`config.mk`:
```
export PLATFORM = sky130hd
export DESIGN_NAME = psc_config_loader
export DESIGN_NICKNAME = d
export VERILOG_FILES = /design/src/verilog/psc_pkg.sv /design/src/verilog/psc_source_select.sv /design/src/verilog/psc_config_loader.sv
export SDC_FILE = /design/constraint.sdc
export NUM_CORES = 1
export LEC_CHECK = 0
export BUFFER_PORTS_ARGS = -buffer_cell sky130_fd_sc_hd__buf_2
export CAP_MARGIN = 5
export CORE_AREA = 2 2 220 222
export DETAILED_ROUTE_END_ITERATION = 8
export DIE_AREA = 0 0 222 224
export SLEW_MARGIN = 20
export SYNTH_ARGS = -nofsm -noshare
export SYNTH_HDL_FRONTEND = slang
export SYNTH_HIERARCHICAL = 1
export SYNTH_SLANG_ARGS = --single-unit
```
`constraint.sdc`:
```
create_clock -name sys_clk_i -period 4.9 [get_ports sys_clk_i]
set_input_delay 0.49 -clock sys_clk_i [delete_from_list [all_inputs] [get_ports sys_clk_i]]
set_output_delay 0.49 -clock sys_clk_i [all_outputs]
set_load 0.01 [all_outputs]
```
`src/verilog/psc_pkg.sv`:
```
// package: command codes, mask layout, reset values and carrier types for the config-source block
package psc_pkg;

   // ************************************************************
   // command codes
   // ************************************************************
   localparam logic [7:0]  CMD_OVERRIDE_MASK  = 8'hee;
   localparam logic [7:0]  CMD_TARGET_ADDRESS = 8'hef;

   // ************************************************************
   // override mask field positions
   // ************************************************************
   localparam int          MASK_W             = 16;
   localparam int          BIT_STACK          = 12;
   localparam int          BIT_SYNC           = 11;
   localparam int          BIT_FREE_HI        = 10;
   localparam int          BIT_COMP           = 9;
   localparam int          BIT_ADDRESS        = 8;
   localparam int          BIT_PHASE_OFFSET_SETTING     = 5;
   localparam int          BIT_FREE_LO        = 4;
   localparam int          BIT_TON_RISE       = 3;
   localparam int          BIT_OVERCURRENT    = 2;
   localparam int          BIT_SWITCH_RATE    = 1;
   localparam int          BIT_OUTPUT_VOLTAGE = 0;

   // ************************************************************
   // target address layout and reset values
   // ************************************************************
   localparam int          ADDR_W             = 7;
   localparam logic [15:0] MASK_RESET         = 16'h0000;
   localparam logic [6:0]  ADDR_RESET         = 7'h00;
   localparam logic [6:0]  RSVD_ADDR_0        = 7'h0c;
   localparam logic [6:0]  RSVD_ADDR_1        = 7'h28;
   localparam logic [6:0]  RSVD_ADDR_2        = 7'h37;
   localparam logic [6:0]  RSVD_ADDR_3        = 7'h61;

   // ************************************************************
   // setting widths
   // ************************************************************
   localparam int          STACK_W            = 4;
   localparam int          SYNC_W             = 4;
   localparam int          COMP_W             = 8;
   localparam int          ILV_W              = 8;
   localparam int          VAL_W              = 16;

   // ************************************************************
   // carrier types
   // ************************************************************
   typedef struct packed {
      logic [STACK_W-1:0] stack;
      logic [SYNC_W-1:0]  sync;
      logic [COMP_W-1:0]  comp;
      logic [ILV_W-1:0]   phase_offset_setting;
      logic [VAL_W-1:0]   ton_rise;
      logic [VAL_W-1:0]   oc_fault_limit;
      logic [VAL_W-1:0]   oc_warn_limit;
      logic [VAL_W-1:0]   frequency_switch;
      logic [VAL_W-1:0]   output_voltage_source_bit_command;
      logic [VAL_W-1:0]   output_voltage_source_bit_scale_loop;
      logic [VAL_W-1:0]   output_voltage_source_bit_max;
      logic [VAL_W-1:0]   output_voltage_source_bit_min;
   } psc_cfg_type;

   typedef struct packed {
      logic        valid;
      logic        write;
      logic        word;
      logic [7:0]  code;
      logic [15:0] wdata;
   } psc_cmd_type;

   typedef struct packed {
      logic        ack;
      logic        nack;
      logic [15:0] rdata;
   } psc_rsp_type;

endpackage

```
`src/verilog/psc_source_select.sv`:
```
// per-setting choice between stored and strap-detected configuration values
`timescale 1ns/1ps

module psc_source_select (
   input  wire logic [15:0]          mask_i,     // override mask in force
   input  wire psc_pkg::psc_cfg_type nvm_cfg_i,  // stored values
   input  wire psc_pkg::psc_cfg_type pin_cfg_i,  // strap-detected values
   input  wire logic [6:0]           nvm_addr_i, // stored target address
   input  wire logic [6:0]           pin_addr_i, // strap-detected address
   output psc_pkg::psc_cfg_type      cfg_o,      // chosen values
   output logic [6:0]                addr_o      // chosen address
);

   // bits 15:13, 10, 7:6, 4 unused here; mask value 1 keeps the strap value
   always_comb begin
      cfg_o = nvm_cfg_i;
      if (mask_i[psc_pkg::BIT_STACK]) begin
         cfg_o.stack = pin_cfg_i.stack;
      end
      if (mask_i[psc_pkg::BIT_SYNC]) begin
         cfg_o.sync = pin_cfg_i.sync;
      end
      if (mask_i[psc_pkg::BIT_COMP]) begin
         cfg_o.comp = pin_cfg_i.comp;
      end
      if (mask_i[psc_pkg::BIT_PHASE_OFFSET_SETTING]) begin
         cfg_o.phase_offset_setting = pin_cfg_i.phase_offset_setting;
      end
      if (mask_i[psc_pkg::BIT_TON_RISE]) begin
         cfg_o.ton_rise = pin_cfg_i.ton_rise;
      end
      if (mask_i[psc_pkg::BIT_OVERCURRENT]) begin
         cfg_o.oc_fault_limit = pin_cfg_i.oc_fault_limit;
         cfg_o.oc_warn_limit  = pin_cfg_i.oc_warn_limit;
      end
      if (mask_i[psc_pkg::BIT_SWITCH_RATE]) begin
         cfg_o.frequency_switch = pin_cfg_i.frequency_switch;
      end
      if (mask_i[psc_pkg::BIT_OUTPUT_VOLTAGE]) begin
         cfg_o.output_voltage_source_bit_command    = pin_cfg_i.output_voltage_source_bit_command;
         cfg_o.output_voltage_source_bit_scale_loop = pin_cfg_i.output_voltage_source_bit_scale_loop;
         cfg_o.output_voltage_source_bit_max        = pin_cfg_i.output_voltage_source_bit_max;
         cfg_o.output_voltage_source_bit_min        = pin_cfg_i.output_voltage_source_bit_min;
      end
   end

   always_comb begin
      addr_o = mask_i[psc_pkg::BIT_ADDRESS] ? pin_addr_i : nvm_addr_i;
   end

endmodule

```
`src/verilog/psc_config_loader.sv`:
```
// config-source loader: override mask and target address commands, load at power-on and restore
//
// Notes on behaviour
// - override mask uses word write and word read
// - straps caught at power-on; mask writes stored, settings follow only at next load
// - stored values win unless mask bit is one
// - bit 12 picks stacking source
// - bit 11 picks synchronisation source
// - bit 9 picks compensation source
// - bit 8 picks bus address source
// - bit 5 picks phase offset source
// - bit 3 picks soft-start time source
// - bit 2 picks both overcurrent limits source
// - bit 1 picks switching frequency source
// - bit 0 picks output voltage group source
// - bits 10 and 4 are ignored
// - mask applied at power-on and restore-all
// - target address uses byte write and read
// - new address answers immediately
// - reserved addresses refused, address unchanged
`timescale 1ns/1ps

module psc_config_loader (
   input  wire logic                 sys_clk_i,     // system clock, 100 MHz
   input  wire logic                 rst_n_i,       // async reset, active low
   input  wire logic                 por_load_i,    // power-on load pulse
   input  wire logic                 restore_all_i, // restore-user-all pulse
   input  wire logic [15:0]          nvm_mask_i,    // stored override mask
   input  wire psc_pkg::psc_cfg_type nvm_cfg_i,     // stored setting values
   input  wire logic [6:0]           nvm_addr_i,    // stored target address
   input  wire psc_pkg::psc_cfg_type pin_cfg_i,     // strap-detected settings
   input  wire logic [6:0]           pin_addr_i,    // strap-detected address
   input  wire psc_pkg::psc_cmd_type cmd_i,         // command from bus layer
   input  wire logic [6:0]           bus_addr_i,    // address seen on the bus
   output psc_pkg::psc_rsp_type      rsp_o,         // command answer
   output logic                      addr_match_o,  // bus address is ours
   output psc_pkg::psc_cfg_type      cfg_o,         // settings in force
   output logic [6:0]                target_addr_o, // target address in force
   output logic [15:0]               mask_o,        // override mask in force
   output logic                      load_done_o    // load finished pulse
);

   // ************************************************************
   // state
   // ************************************************************
   logic [15:0]          mask_ff;
   logic [6:0]           addr_ff;
   psc_pkg::psc_cfg_type cfg_ff;
   psc_pkg::psc_cfg_type pin_cfg_ff;
   logic [6:0]           pin_addr_ff;
   logic                 load_done_ff;
   psc_pkg::psc_rsp_type rsp_ff;

   logic [15:0]          nxt_sel_mask;
   psc_pkg::psc_cfg_type nxt_sel_pin_cfg;
   logic [6:0]           nxt_sel_pin_addr;
   psc_pkg::psc_cfg_type nxt_cfg;
   logic [6:0]           nxt_addr;
   logic                 load_now;
   logic                 hit_mask;
   logic                 hit_addr;
   logic                 mask_wr_ok;
   logic                 addr_wr_ok;
   logic                 req_ok;

   function automatic logic is_reserved_addr(input logic [6:0] a);
      is_reserved_addr = (a == psc_pkg::RSVD_ADDR_0) || (a == psc_pkg::RSVD_ADDR_1) ||
                         (a == psc_pkg::RSVD_ADDR_2) || (a == psc_pkg::RSVD_ADDR_3);
   endfunction

   // ************************************************************
   // load source selection
   // ************************************************************
   assign load_now = por_load_i | restore_all_i;

   // power-on uses the stored mask and live straps; restore uses kept ones
   always_comb begin
      if (por_load_i) begin
         nxt_sel_mask     = nvm_mask_i;
         nxt_sel_pin_cfg  = pin_cfg_i;
         nxt_sel_pin_addr = pin_addr_i;
      end else begin
         nxt_sel_mask     = mask_ff;
         nxt_sel_pin_cfg  = pin_cfg_ff;
         nxt_sel_pin_addr = pin_addr_ff;
      end
   end

   psc_source_select u_select (
      .mask_i     (nxt_sel_mask),
      .nvm_cfg_i  (nvm_cfg_i),
      .pin_cfg_i  (nxt_sel_pin_cfg),
      .nvm_addr_i (nvm_addr_i),
      .pin_addr_i (nxt_sel_pin_addr),
      .cfg_o      (nxt_cfg),
      .addr_o     (nxt_addr)
   );

   // ************************************************************
   // strap capture
   // ************************************************************
   // straps are kept only from the power-on load, never re-detected
   always_ff @(posedge sys_clk_i or negedge rst_n_i) begin
      if (!rst_n_i) begin
         pin_cfg_ff  <= '0;
         pin_addr_ff <= psc_pkg::ADDR_RESET;
      end else if (por_load_i) begin
         pin_cfg_ff  <= pin_cfg_i;
         pin_addr_ff <= pin_addr_i;
      end
   end

   // ************************************************************
   // command decode
   // ************************************************************
   assign hit_mask   = cmd_i.valid && (cmd_i.code == psc_pkg::CMD_OVERRIDE_MASK);
   assign hit_addr   = cmd_i.valid && (cmd_i.code == psc_pkg::CMD_TARGET_ADDRESS);
   assign mask_wr_ok = hit_mask && cmd_i.write && cmd_i.word && !load_now;
   assign addr_wr_ok = hit_addr && cmd_i.write && !cmd_i.word && !load_now &&
                       !is_reserved_addr(cmd_i.wdata[6:0]);
   // word access only on the mask, byte access only on the address
   assign req_ok     = (hit_mask && cmd_i.word && (!cmd_i.write || mask_wr_ok)) ||
                       (hit_addr && !cmd_i.word && (!cmd_i.write || addr_wr_ok));

   // ************************************************************
   // override mask
   // ************************************************************
   // all sixteen bits stored as written; unused ones steer nothing
   always_ff @(posedge sys_clk_i or negedge rst_n_i) begin
      if (!rst_n_i) begin
         mask_ff <= psc_pkg::MASK_RESET;
      end else if (por_load_i) begin
         mask_ff <= nvm_mask_i;
      end else if (mask_wr_ok) begin
         mask_ff <= cmd_i.wdata;
      end
   end

   // ************************************************************
   // target address
   // ************************************************************
   always_ff @(posedge sys_clk_i or negedge rst_n_i) begin
      if (!rst_n_i) begin
         addr_ff <= psc_pkg::ADDR_RESET;
      end else if (load_now) begin
         addr_ff <= nxt_addr;
      end else if (addr_wr_ok) begin
         addr_ff <= cmd_i.wdata[6:0];
      end
   end

   // compare against the live register so a new address counts next cycle
   assign addr_match_o = (bus_addr_i == addr_ff);

   // ************************************************************
   // settings in force
   // ************************************************************
   always_ff @(posedge sys_clk_i or negedge rst_n_i) begin
      if (!rst_n_i) begin
         cfg_ff <= '0;
      end else if (load_now) begin
         cfg_ff <= nxt_cfg;
      end
   end

   always_ff @(posedge sys_clk_i or negedge rst_n_i) begin
      if (!rst_n_i) begin
         load_done_ff <= 1'b0;
      end else begin
         load_done_ff <= load_now;
      end
   end

   // ************************************************************
   // command answer
   // ************************************************************
   always_ff @(posedge sys_clk_i or negedge rst_n_i) begin
      if (!rst_n_i) begin
         rsp_ff <= '0;
      end else begin
         rsp_ff.ack  <= req_ok;
         rsp_ff.nack <= cmd_i.valid && !req_ok;
         if (hit_mask && !cmd_i.write && cmd_i.word) begin
            rsp_ff.rdata <= mask_ff;
         end else if (hit_addr && !cmd_i.write && !cmd_i.word) begin
            rsp_ff.rdata <= {9'h000, addr_ff};
         end else begin
            rsp_ff.rdata <= 16'h0000;
         end
      end
   end

   assign rsp_o         = rsp_ff;
   assign cfg_o         = cfg_ff;
   assign target_addr_o = addr_ff;
   assign mask_o        = mask_ff;
   assign load_done_o   = load_done_ff;

endmodule

```
==> impl_metrics.toml, run 1 <==
[timing]
finalCriticalPeriod_ns = 2.37
max-slew-margin-rel_pct = 10.7
fmax_mhz = 423
tightest_slew_ns = 1.34
hold_violations = 0
drv_slew = 0
period_share_pct = 48.3
finalSetupViolCount = 0
setup-tns-final_ns = 0
rsz0062_at_grt = "false"
skew_ns = 0.0180

[global_route]
grt_pass1_wl_mm = 66.5
grt_pass1_vias = 11280
antenna_found_initial = 12
grt_overflow = 0
grt_max_degree = 155
track_usage_pct = 17.2

[clock_tree]
htree_levels = 2
hold_buffers = 1
clk-insertion-delay-late_ns = 0.55
cts.clk_slew.worst_paths_ns = 0.06
cts_tree = "done"
clock_path_buffers = 3
cts_inserted_buffers = 40
cts_setup_buffers = 0
clock_sinks = 353
ctsResizeCount = 0
cts-root-buf = "clkbuf_16"

[power_and_ir_drop]
p_per_area_nw_per_um2 = 376
ir_drop_v = 0.000234
p_switching_mw = 1.96
p_seq_share_pct = 44.1
power.internal_mw = 5.75
p_leak_nw = 9.73
swShare_pct = 25.4
finalPower_mw = 7.70
clkPwrFrac_pct = 38.0
power.share.combinational_pct = 17.9

[layout]
drive_gt1_share_pct = 69.8
area_growth_pct = 29.6
final_cell_mix = "564 x buf_2, 399 x mux2_2, 353 x dfrtp_1, 71 x mux2_4, 41 x clkbuf_16"
final_nets = 1949
layout_commonest_cell = "buf_2"

[route]
route.detailed.drc = 0
viasPerCell = 4.69
vias = 10431
ant_nets = 0
wl_per_cell_um = 19.6
wl_mm = 43.5
drt_iter0_drc = 346
drtPass1Iterations = 4

[die]
die_h_um = 224
num_io_pins = 567
dieArea_sq_um = 49700
initial_utilization_pct = 33.3
row_count = 80
core_sq_um = 47300
fp.dieW_um = 222

[placed_design]
portBuffers = 566
gp_congestion = 0.787
dp_hpwl_mm = 31.2

[hold_path]
hold_class = "input port to register"

[setup_path]
required_ns = 5.33
cp-start-kind = "input port"
crit_slowest_cell = "clkbuf_8"
path_cells = "clkbuf_8, buf_12, mux2_2, mux2_2, mux2_2"
end_kind = "register"
worstPathMaxFanout = 97
crit_arrival_ns = 2.80
crit_type = "input port to register"
cpMostUsedCell = "mux2_2"
cp_slowest_stage_delay_ns = 0.55

[synth]
syn_area_per_cell_sq_um = 15.5
synth_area_sq_um = 15800
yosysWarnings = 6
syn_inst = 1019
synthesis.nets = 1391

[job]
drv_cap = 0

[status]
status = "finished clean"
[metrics by stage]
step / hold WS [ns] / area, sq um / cells / utilization [%] / setup WS, ns
finish: 0.152 / 20500 / 2225 / 43.2 / 2.53
global route: 0.144 / 20500 / 2225 / 43.2 / 2.08
CTS: 0.118 / 20400 / 2219 / 43.2 / 2.22
detailed placement: 0.481 / 19200 / 2149 / 40.5 / 1.62
global placement: 0.476 / 19100 / 2148 / 40.4 / 1.66
floorplan: 0.194 / 15800 / 1019 / - / 2.49
[final cells by class]
class / instances / area (sq um)
Multi-Input combinational cell: 594 / 6510
Clock buffer: 61 / 1210
Sequential cell: 353 / 8830
Tap cell: 615 / 769
Clock inverter: 8 / 72.6
Timing Repair Buffer: 577 / 3010
Inverter: 11 / 41.3
Fill cell: 4405 / 26900
Antenna cell: 6 / 15.0
[worst paths after layout]
path	startpoint	to	slack, ns	cells after the start
worst max register to register	mask_o[0]$_DFFE_PN0P_	cfg_o[49]$_DFFE_PN0N_	2.58	5
max in group asynchronous	rst_n_i	pin_cfg_ff[127]$_DFF_PN0_	3.20	3
worst min-delay path	nvm_mask_i[15]	mask_o[15]$_DFFE_PN0P_	0.15	3
worst max-delay path	por_load_i	cfg_o[138]$_DFFE_PN0N_	2.53	5
min in group asynchronous	rst_n_i	pin_cfg_ff[56]$_DFF_PN0_	0.53	2
worst min register to register	pin_cfg_ff[69]$_DFF_PN0_	pin_cfg_ff[69]$_DFF_PN0_	0.49	1
[routing by layer]
metal / global-route usage [%] / up-vias / part of all wire [%]
li1: - / 4766 / -
met4: 5.38 / 12 / 2.2
met2: 29.0 / 360 / 49
met3: 5.99 / 73 / 7.8
met5: 0 / - / 0.16
met1: 20.8 / 5220 / 41
[state kept, by name, indices dropped and copies added, names as in the netlist]
register	count
cfg_o	152
pin_cfg_ff	152
rsp_o	18
mask_o	16
pin_addr_ff	7
target_addr_o	7
load_done_o	1
[critical path, delay by kind of cell]
family	cells	cell delay [ns]
buffers and inverters	2	0.98
multiplexers	3	0.98
[power by group through the flow]
stage	registers (mW)	clock network, mW	logic (mW)
2_1_floorplan	3.52	0	0.717
3_3_place_gp	3.44	0	1.37
3_5_place_dp	3.45	0	1.40
4_1_cts	3.40	3.03	1.40
5_1_grt	3.44	3.15	1.49
6_report	3.40	2.93	1.38
No activity file was read; power rests on OpenSTA's default activity.
==> run 2: changes to the inputs <==
--- a/config.mk
+++ b/config.mk
@@ -7,9 +7,9 @@
 export LEC_CHECK = 0
 export BUFFER_PORTS_ARGS = -buffer_cell sky130_fd_sc_hd__buf_2
 export CAP_MARGIN = 5
-export CORE_AREA = 2 2 220 222
+export CORE_AREA = 2 2 221 223
 export DETAILED_ROUTE_END_ITERATION = 8
-export DIE_AREA = 0 0 222 224
+export DIE_AREA = 0 0 223 225
 export SLEW_MARGIN = 20
 export SYNTH_ARGS = -nofsm -noshare
 export SYNTH_HDL_FRONTEND = slang
==> constraint.sdc (replaced) <==
create_clock -name sys_clk_i -period 1.9 [get_ports sys_clk_i]
set_input_delay 0.19 -clock sys_clk_i [delete_from_list [all_inputs] [get_ports sys_clk_i]]
set_output_delay 0.19 -clock sys_clk_i [all_outputs]
set_load 0.01 [all_outputs]
==> run 2 against run 1 <==
Non-clock buffer count rose by 404. Sequential cell count unchanged. Final area up 20%. Highest routed layer is now met4. Wire length rose by 13%. Clock skew down 0.0044 ns. Combinational power rose to 3.2 times the previous value. Clock power increased to 2.6 times the previous value. Sequential power rose to 2.6 times the previous value. Power grew to 2.7 times the previous value. Utilization increased by 8.6 points.
==> impl_metrics.toml, run 2 (synthesis results as in run 1) <==
[layout]
final_cell_mix = "564 x buf_2, 399 x mux2_2, 351 x dfrtp_1, 342 x dlygate4sd3_1, 71 x mux2_4"
drive_gt1_share_pct = 59.0
finalNonFillerCells = 2631
layout_commonest_cell = "buf_2"
design_area_sq_um = 24600
area_growth_pct = 56.0
final_core_util_pct = 51.8
final_nets = 2354

[die]
core_sq_um = 47500
row_count = 80
fp.dieW_um = 223
initial_utilization_pct = 33.2
dieArea_sq_um = 50200
die_h_um = 225
num_io_pins = 567

[clock_tree]
cts_setup_buffers = 0
clock_sinks = 353
clk-insertion-delay-late_ns = 0.54
cts_inserted_buffers = 41
cts_tree = "done"
cts-root-buf = "clkbuf_16"
cts.clk_slew.worst_paths_ns = 0.06
clock_path_buffers = 3
htree_levels = 2

[timing]
fmax_mhz = 554
hold_violations = 0
max-slew-margin-rel_pct = 67.3
drv_slew = 0
setup_ws_ns = 0.0954
setup-tns-final_ns = 0
period_share_pct = 95.0
finalSetupViolCount = 0
whs_ns = 0.0428
tightest_slew_ns = 0.489
finalCriticalPeriod_ns = 1.80
rsz0062_at_grt = "false"
skew_ns = 0.0136

[hold_path]
min_to = "cfg_o[142]$_DFFE_PN0N_"
hold_depth = 3
hold_class = "input port to register"
holdCritStartpoint = "nvm_cfg_i[142]"

[route]
wl_mm = 49.2
drt_iter0_drc = 393
vias = 12174
drtPass1Iterations = 6
route.detailed.drc = 0
viasPerCell = 4.63
ant_nets = 0
wl_per_cell_um = 18.7

[placed_design]
post_dp_cell_area_sq_um = 19900
place_ws_ns = -0.0156
dp_hpwl_mm = 34.9
dp.cells = 2212
portBuffers = 566
gp_congestion = 0.823

[setup_path]
reg2reg_slack_ns = 0.22
rr_startpoint = "mask_o[0]$_DFFE_PN0P_"
cp-start-kind = "register"
required_ns = 1.71
timing.rr.end = "cfg_o[36]$_DFFE_PN0N_"
crit_type = "register to output port"
reg2reg_depth = 6
end_kind = "output port"
setup.worst_path.start = "target_addr_o[6]$_DFFE_PN0P_"
worstPathMaxFanout = 4
crit_arrival_ns = 1.61

[power_and_ir_drop]
p_per_area_nw_per_um2 = 845
ir_drop_v = 0.000608
p_leak_nw = 11.6
finalPower_mw = 20.8

[status]
status = "finished clean"

[global_route]
grt_pass1_wl_mm = 75.4
grt_pass1_vias = 13496
antenna_found_initial = 6
grt_max_degree = 74
track_usage_pct = 19.2
grt_overflow = 0

[job]
drv_cap = 0
run 2: changes by cell type in the layout (fill, tap and decap cells not counted), sizes merged:
cell and change:
diode +2, inv -1, buf +63, clkinv +1
dlygate4sd3 +341
run 2: metal layers:
| layer | part of all wire, % | track usage, % | vias to the layer above |
|---|---|---|---|
| met5 | 0 | 0 | - |
| met4 | 3.2 | 7.82 | 0 |
| met3 | 6.9 | 4.97 | 100 |
| met2 | 50 | 33.5 | 445 |
| met1 | 40 | 22.6 | 6044 |
| li1 | - | - | 5585 |
run 2: what timing repair did:
| action | 4_1_cts | 5_1_grt |
|---|---|---|
| resized for setup | 0 | 5 |
| setup endpoints to repair | 0 | 1 |
| endpoints found under the hold margin | 648 | 0 |
| hold buffers | 342 | 0 |
run 2: worst max-delay path by stage:
stage               slack, ns  depth (start not counted)                      to
floorplan               0.007                          9   cfg_o[10]$_DFFE_PN0N_
global placement        -0.07                          8   mask_o[9]$_DFFE_PN0P_
detailed placement      -0.02                          7  cfg_o[142]$_DFFE_PN0N_
CTS                     0.001                          3            addr_match_o
global route            0.005                          3            addr_match_o
finish                    0.1                          3            addr_match_o
run 2: worst max-delay path, cell delays in order, from the launching register on:
cell and delay, ns:
dfrtp_2 0.45, xor2_1 0.19, nor4_2 0.26, buf_2 0.17
run 2: where the power goes:
group	leakage (nW)	total, mW	switching [mW]	internal [mW]
Sequential	4.17	8.80	0.411	8.39
Combinational	6.76	4.39	1.83	2.55
Clock	0.630	7.61	3.11	4.50
run 2: final cells by class:
cell class,instances,area [sq um]
Antenna cell,8,20.0
Clock buffer,61,1200
Clock inverter,8,76.3
Fill cell,3987,22900
Inverter,11,41.3
Multi-Input combinational cell,594,6520
Sequential cell,353,8840
Tap cell,615,769
Timing Repair Buffer,981,7150
==> run 3: changes to the inputs <==
--- a/config.mk
+++ b/config.mk
@@ -7,9 +7,9 @@
 export LEC_CHECK = 0
 export BUFFER_PORTS_ARGS = -buffer_cell sky130_fd_sc_hd__buf_2
 export CAP_MARGIN = 5
-export CORE_AREA = 2 2 221 223
+export CORE_AREA = 4 4 217 219
 export DETAILED_ROUTE_END_ITERATION = 8
-export DIE_AREA = 0 0 223 225
+export DIE_AREA = 0 0 221 223
 export SLEW_MARGIN = 20
 export SYNTH_ARGS = -nofsm -noshare
 export SYNTH_HDL_FRONTEND = slang
==> run 3 against run 2 <==
Clock skew down 0.0026 ns. Combinational power hardly changed. Clock power shrank 3.5%. Die area down 1.8%. Worst setup slack better by 0.0056 ns. Wire length grew 2.7%. Cell count is 1.7% lower. Power shrank 1.4%. Critical path type unchanged. Largest power group unchanged.
==> impl_metrics.toml, run 3 (synthesis results as in run 1) <==
[hold_path]
hold_class = "input port to register"
min_to = "cfg_o[151]$_DFFE_PN0N_"
hold_depth = 3
holdCritStartpoint = "nvm_cfg_i[151]"

[route]
ant_nets = 0
route.detailed.drc = 0
drt_iter0_drc = 476
vias = 12099
dr_wl_met3_mm = 3.24
wl_mm = 50.5
drtPass1Iterations = 4
viasPerCell = 4.68
dr.max_layer_used = "met4"
wl_per_cell_um = 19.5
met1_length_mm = 20.3
wl_met2_mm = 25.2

[clock_tree]
htree_levels = 2
clock_sinks = 353
clock_path_buffers = 3
clk-insertion-delay-late_ns = 0.53
cts-root-buf = "clkbuf_16"
cts_inserted_buffers = 40
cts_tree = "done"
cts.clk_slew.worst_paths_ns = 0.06

[timing]
hold_violations = 0
setup_ws_ns = 0.101
rsz0062_at_grt = "false"
max-slew-margin-rel_pct = 64.9
fmax_mhz = 556
finalCriticalPeriod_ns = 1.80
finalSetupViolCount = 0
period_share_pct = 94.7
skew_ns = 0.0110
setup-tns-final_ns = 0
tightest_slew_ns = 0.525
drv_slew = 0

[die]
dieArea_sq_um = 49300
core_sq_um = 45100
fp.dieW_um = 221
die_h_um = 223
initial_utilization_pct = 35.0
num_io_pins = 567
row_count = 78

[power_and_ir_drop]
p_leak_nw = 11.4
p_seq_share_pct = 42.9
clkPwrFrac_pct = 35.8
swShare_pct = 25.6
ir_drop_v = 0.000593
p_switching_mw = 5.25
finalPower_mw = 20.5
power.share.combinational_pct = 21.3
power.internal_mw = 15.2
p_per_area_nw_per_um2 = 843

[global_route]
grt_pass1_wl_mm = 79.5
track_usage_pct = 20.1
grt_pass1_vias = 13634
grt_overflow = 0
antenna_found_initial = 6
grt_max_degree = 70

[status]
status = "finished clean"

[setup_path]
reg2reg_slack_ns = 0.11
reg2reg_depth = 6
crit_arrival_ns = 1.61
worstPathMaxFanout = 4
cp-start-kind = "register"
required_ns = 1.71
crit_type = "register to output port"
rr_startpoint = "mask_o[0]$_DFFE_PN0P_"
end_kind = "output port"
timing.rr.end = "cfg_o[41]$_DFFE_PN0N_"

[placed_design]
dp.cells = 2192
portBuffers = 566
dp_hpwl_mm = 35.9
gp_congestion = 0.823
place_ws_ns = 0.0152

[layout]
fill_cells = 3744
final_cell_mix = "564 x buf_2, 399 x mux2_2, 350 x dfrtp_1, 321 x dlygate4sd3_1, 71 x mux2_4"
area_growth_pct = 54.0
final_nets = 2329
finalNonFillerCells = 2586
layout_commonest_cell = "buf_2"
drive_gt1_share_pct = 60.0
final_core_util_pct = 53.9

[job]
drv_cap = 0
==> run 3: changes by cell type in the layout (fill, tap and decap cells not counted), sizes merged, moves of 2 or more <==
cell | before | now
diode | 8 | 6
dlygate4sd3 | 342 | 321
clkinv | 6 | 8
clkinvlp | 0 | 2
buf | 638 | 635
clkbuf | 62 | 56
==> run 3: worst max-delay path by stage <==
stage                                   endpoint                    startpoint
after floorplan            cfg_o[10]$_DFFE_PN0N_                    por_load_i
final                               addr_match_o  target_addr_o[6]$_DFFE_PN0P_
after CTS                           addr_match_o  target_addr_o[1]$_DFFE_PN0P_
after detailed placement  cfg_o[131]$_DFFE_PN0N_                    por_load_i
after global placement    cfg_o[133]$_DFFE_PN0N_                    por_load_i
after global routing                addr_match_o  target_addr_o[6]$_DFFE_PN0P_
==> run 3: worst max-delay path, stage by stage (launching register included) <==
cell and delay [ns]:
dfrtp_1 0.42, xor2_1 0.20, nor4_2 0.28, buf_2 0.17
==> run 3: per-stage QoR <==
| stage | area (sq um) | hold WS, ns |
|---|---|---|
| 4_1_cts | 24200 | 0.000798 |
| 3_5_place_dp | 19800 | 0.151 |
| 5_1_grt | 24300 | 0.0123 |
| 2_1_floorplan | 15800 | -0.106 |
| 3_3_place_gp | 19800 | 0.155 |
| 6_report | 24300 | 0.0335 |
==> run 3: cell type report <==
| type | count | area (sq um) | share of cell area, % |
|---|---|---|---|
| multi-input cells | 594 | 6520 | 26.8 |
| inverters | 11 | 41.3 | 0.170 |
| flip-flops and latches | 353 | 8840 | 36.4 |
| clock buffers | 55 | 1190 | 4.89 |
| repair buffers | 957 | 6890 | 28.4 |
| diodes | 6 | 15.0 | 0.0618 |
| clock inverters | 10 | 55.1 | 0.227 |
| well taps | 600 | 751 | 3.09 |
==> run 3: power by group through the flow <==
| stage | combinational [mW] | sequential [mW] | clock, mW |
|---|---|---|---|
| 6_report | 4.36 | 8.80 | 7.34 |
| 5_1_grt | 4.71 | 8.88 | 7.86 |
| 4_1_cts | 4.37 | 8.79 | 7.57 |
| 3_5_place_dp | 3.81 | 8.92 | 0 |
| 3_3_place_gp | 3.74 | 8.88 | 0 |
| 2_1_floorplan | 1.85 | 9.09 | 0 |
==> run 3: repair_timing <==
item,in CTS,in global routing
setup buffers,0,2
hold endpoints to repair,503,0
resized for setup,2,4
endpoints found under the setup margin,1,1
hold buffers,321,0
==> run 3: layer usage <==
layer | up-vias | track usage [%]
li1 | 5514 | -
met1 | 6044 | 24.0
met2 | 440 | 35.2
met3 | 101 | 5.30
met4 | 0 | 7.29
met5 | - | 0
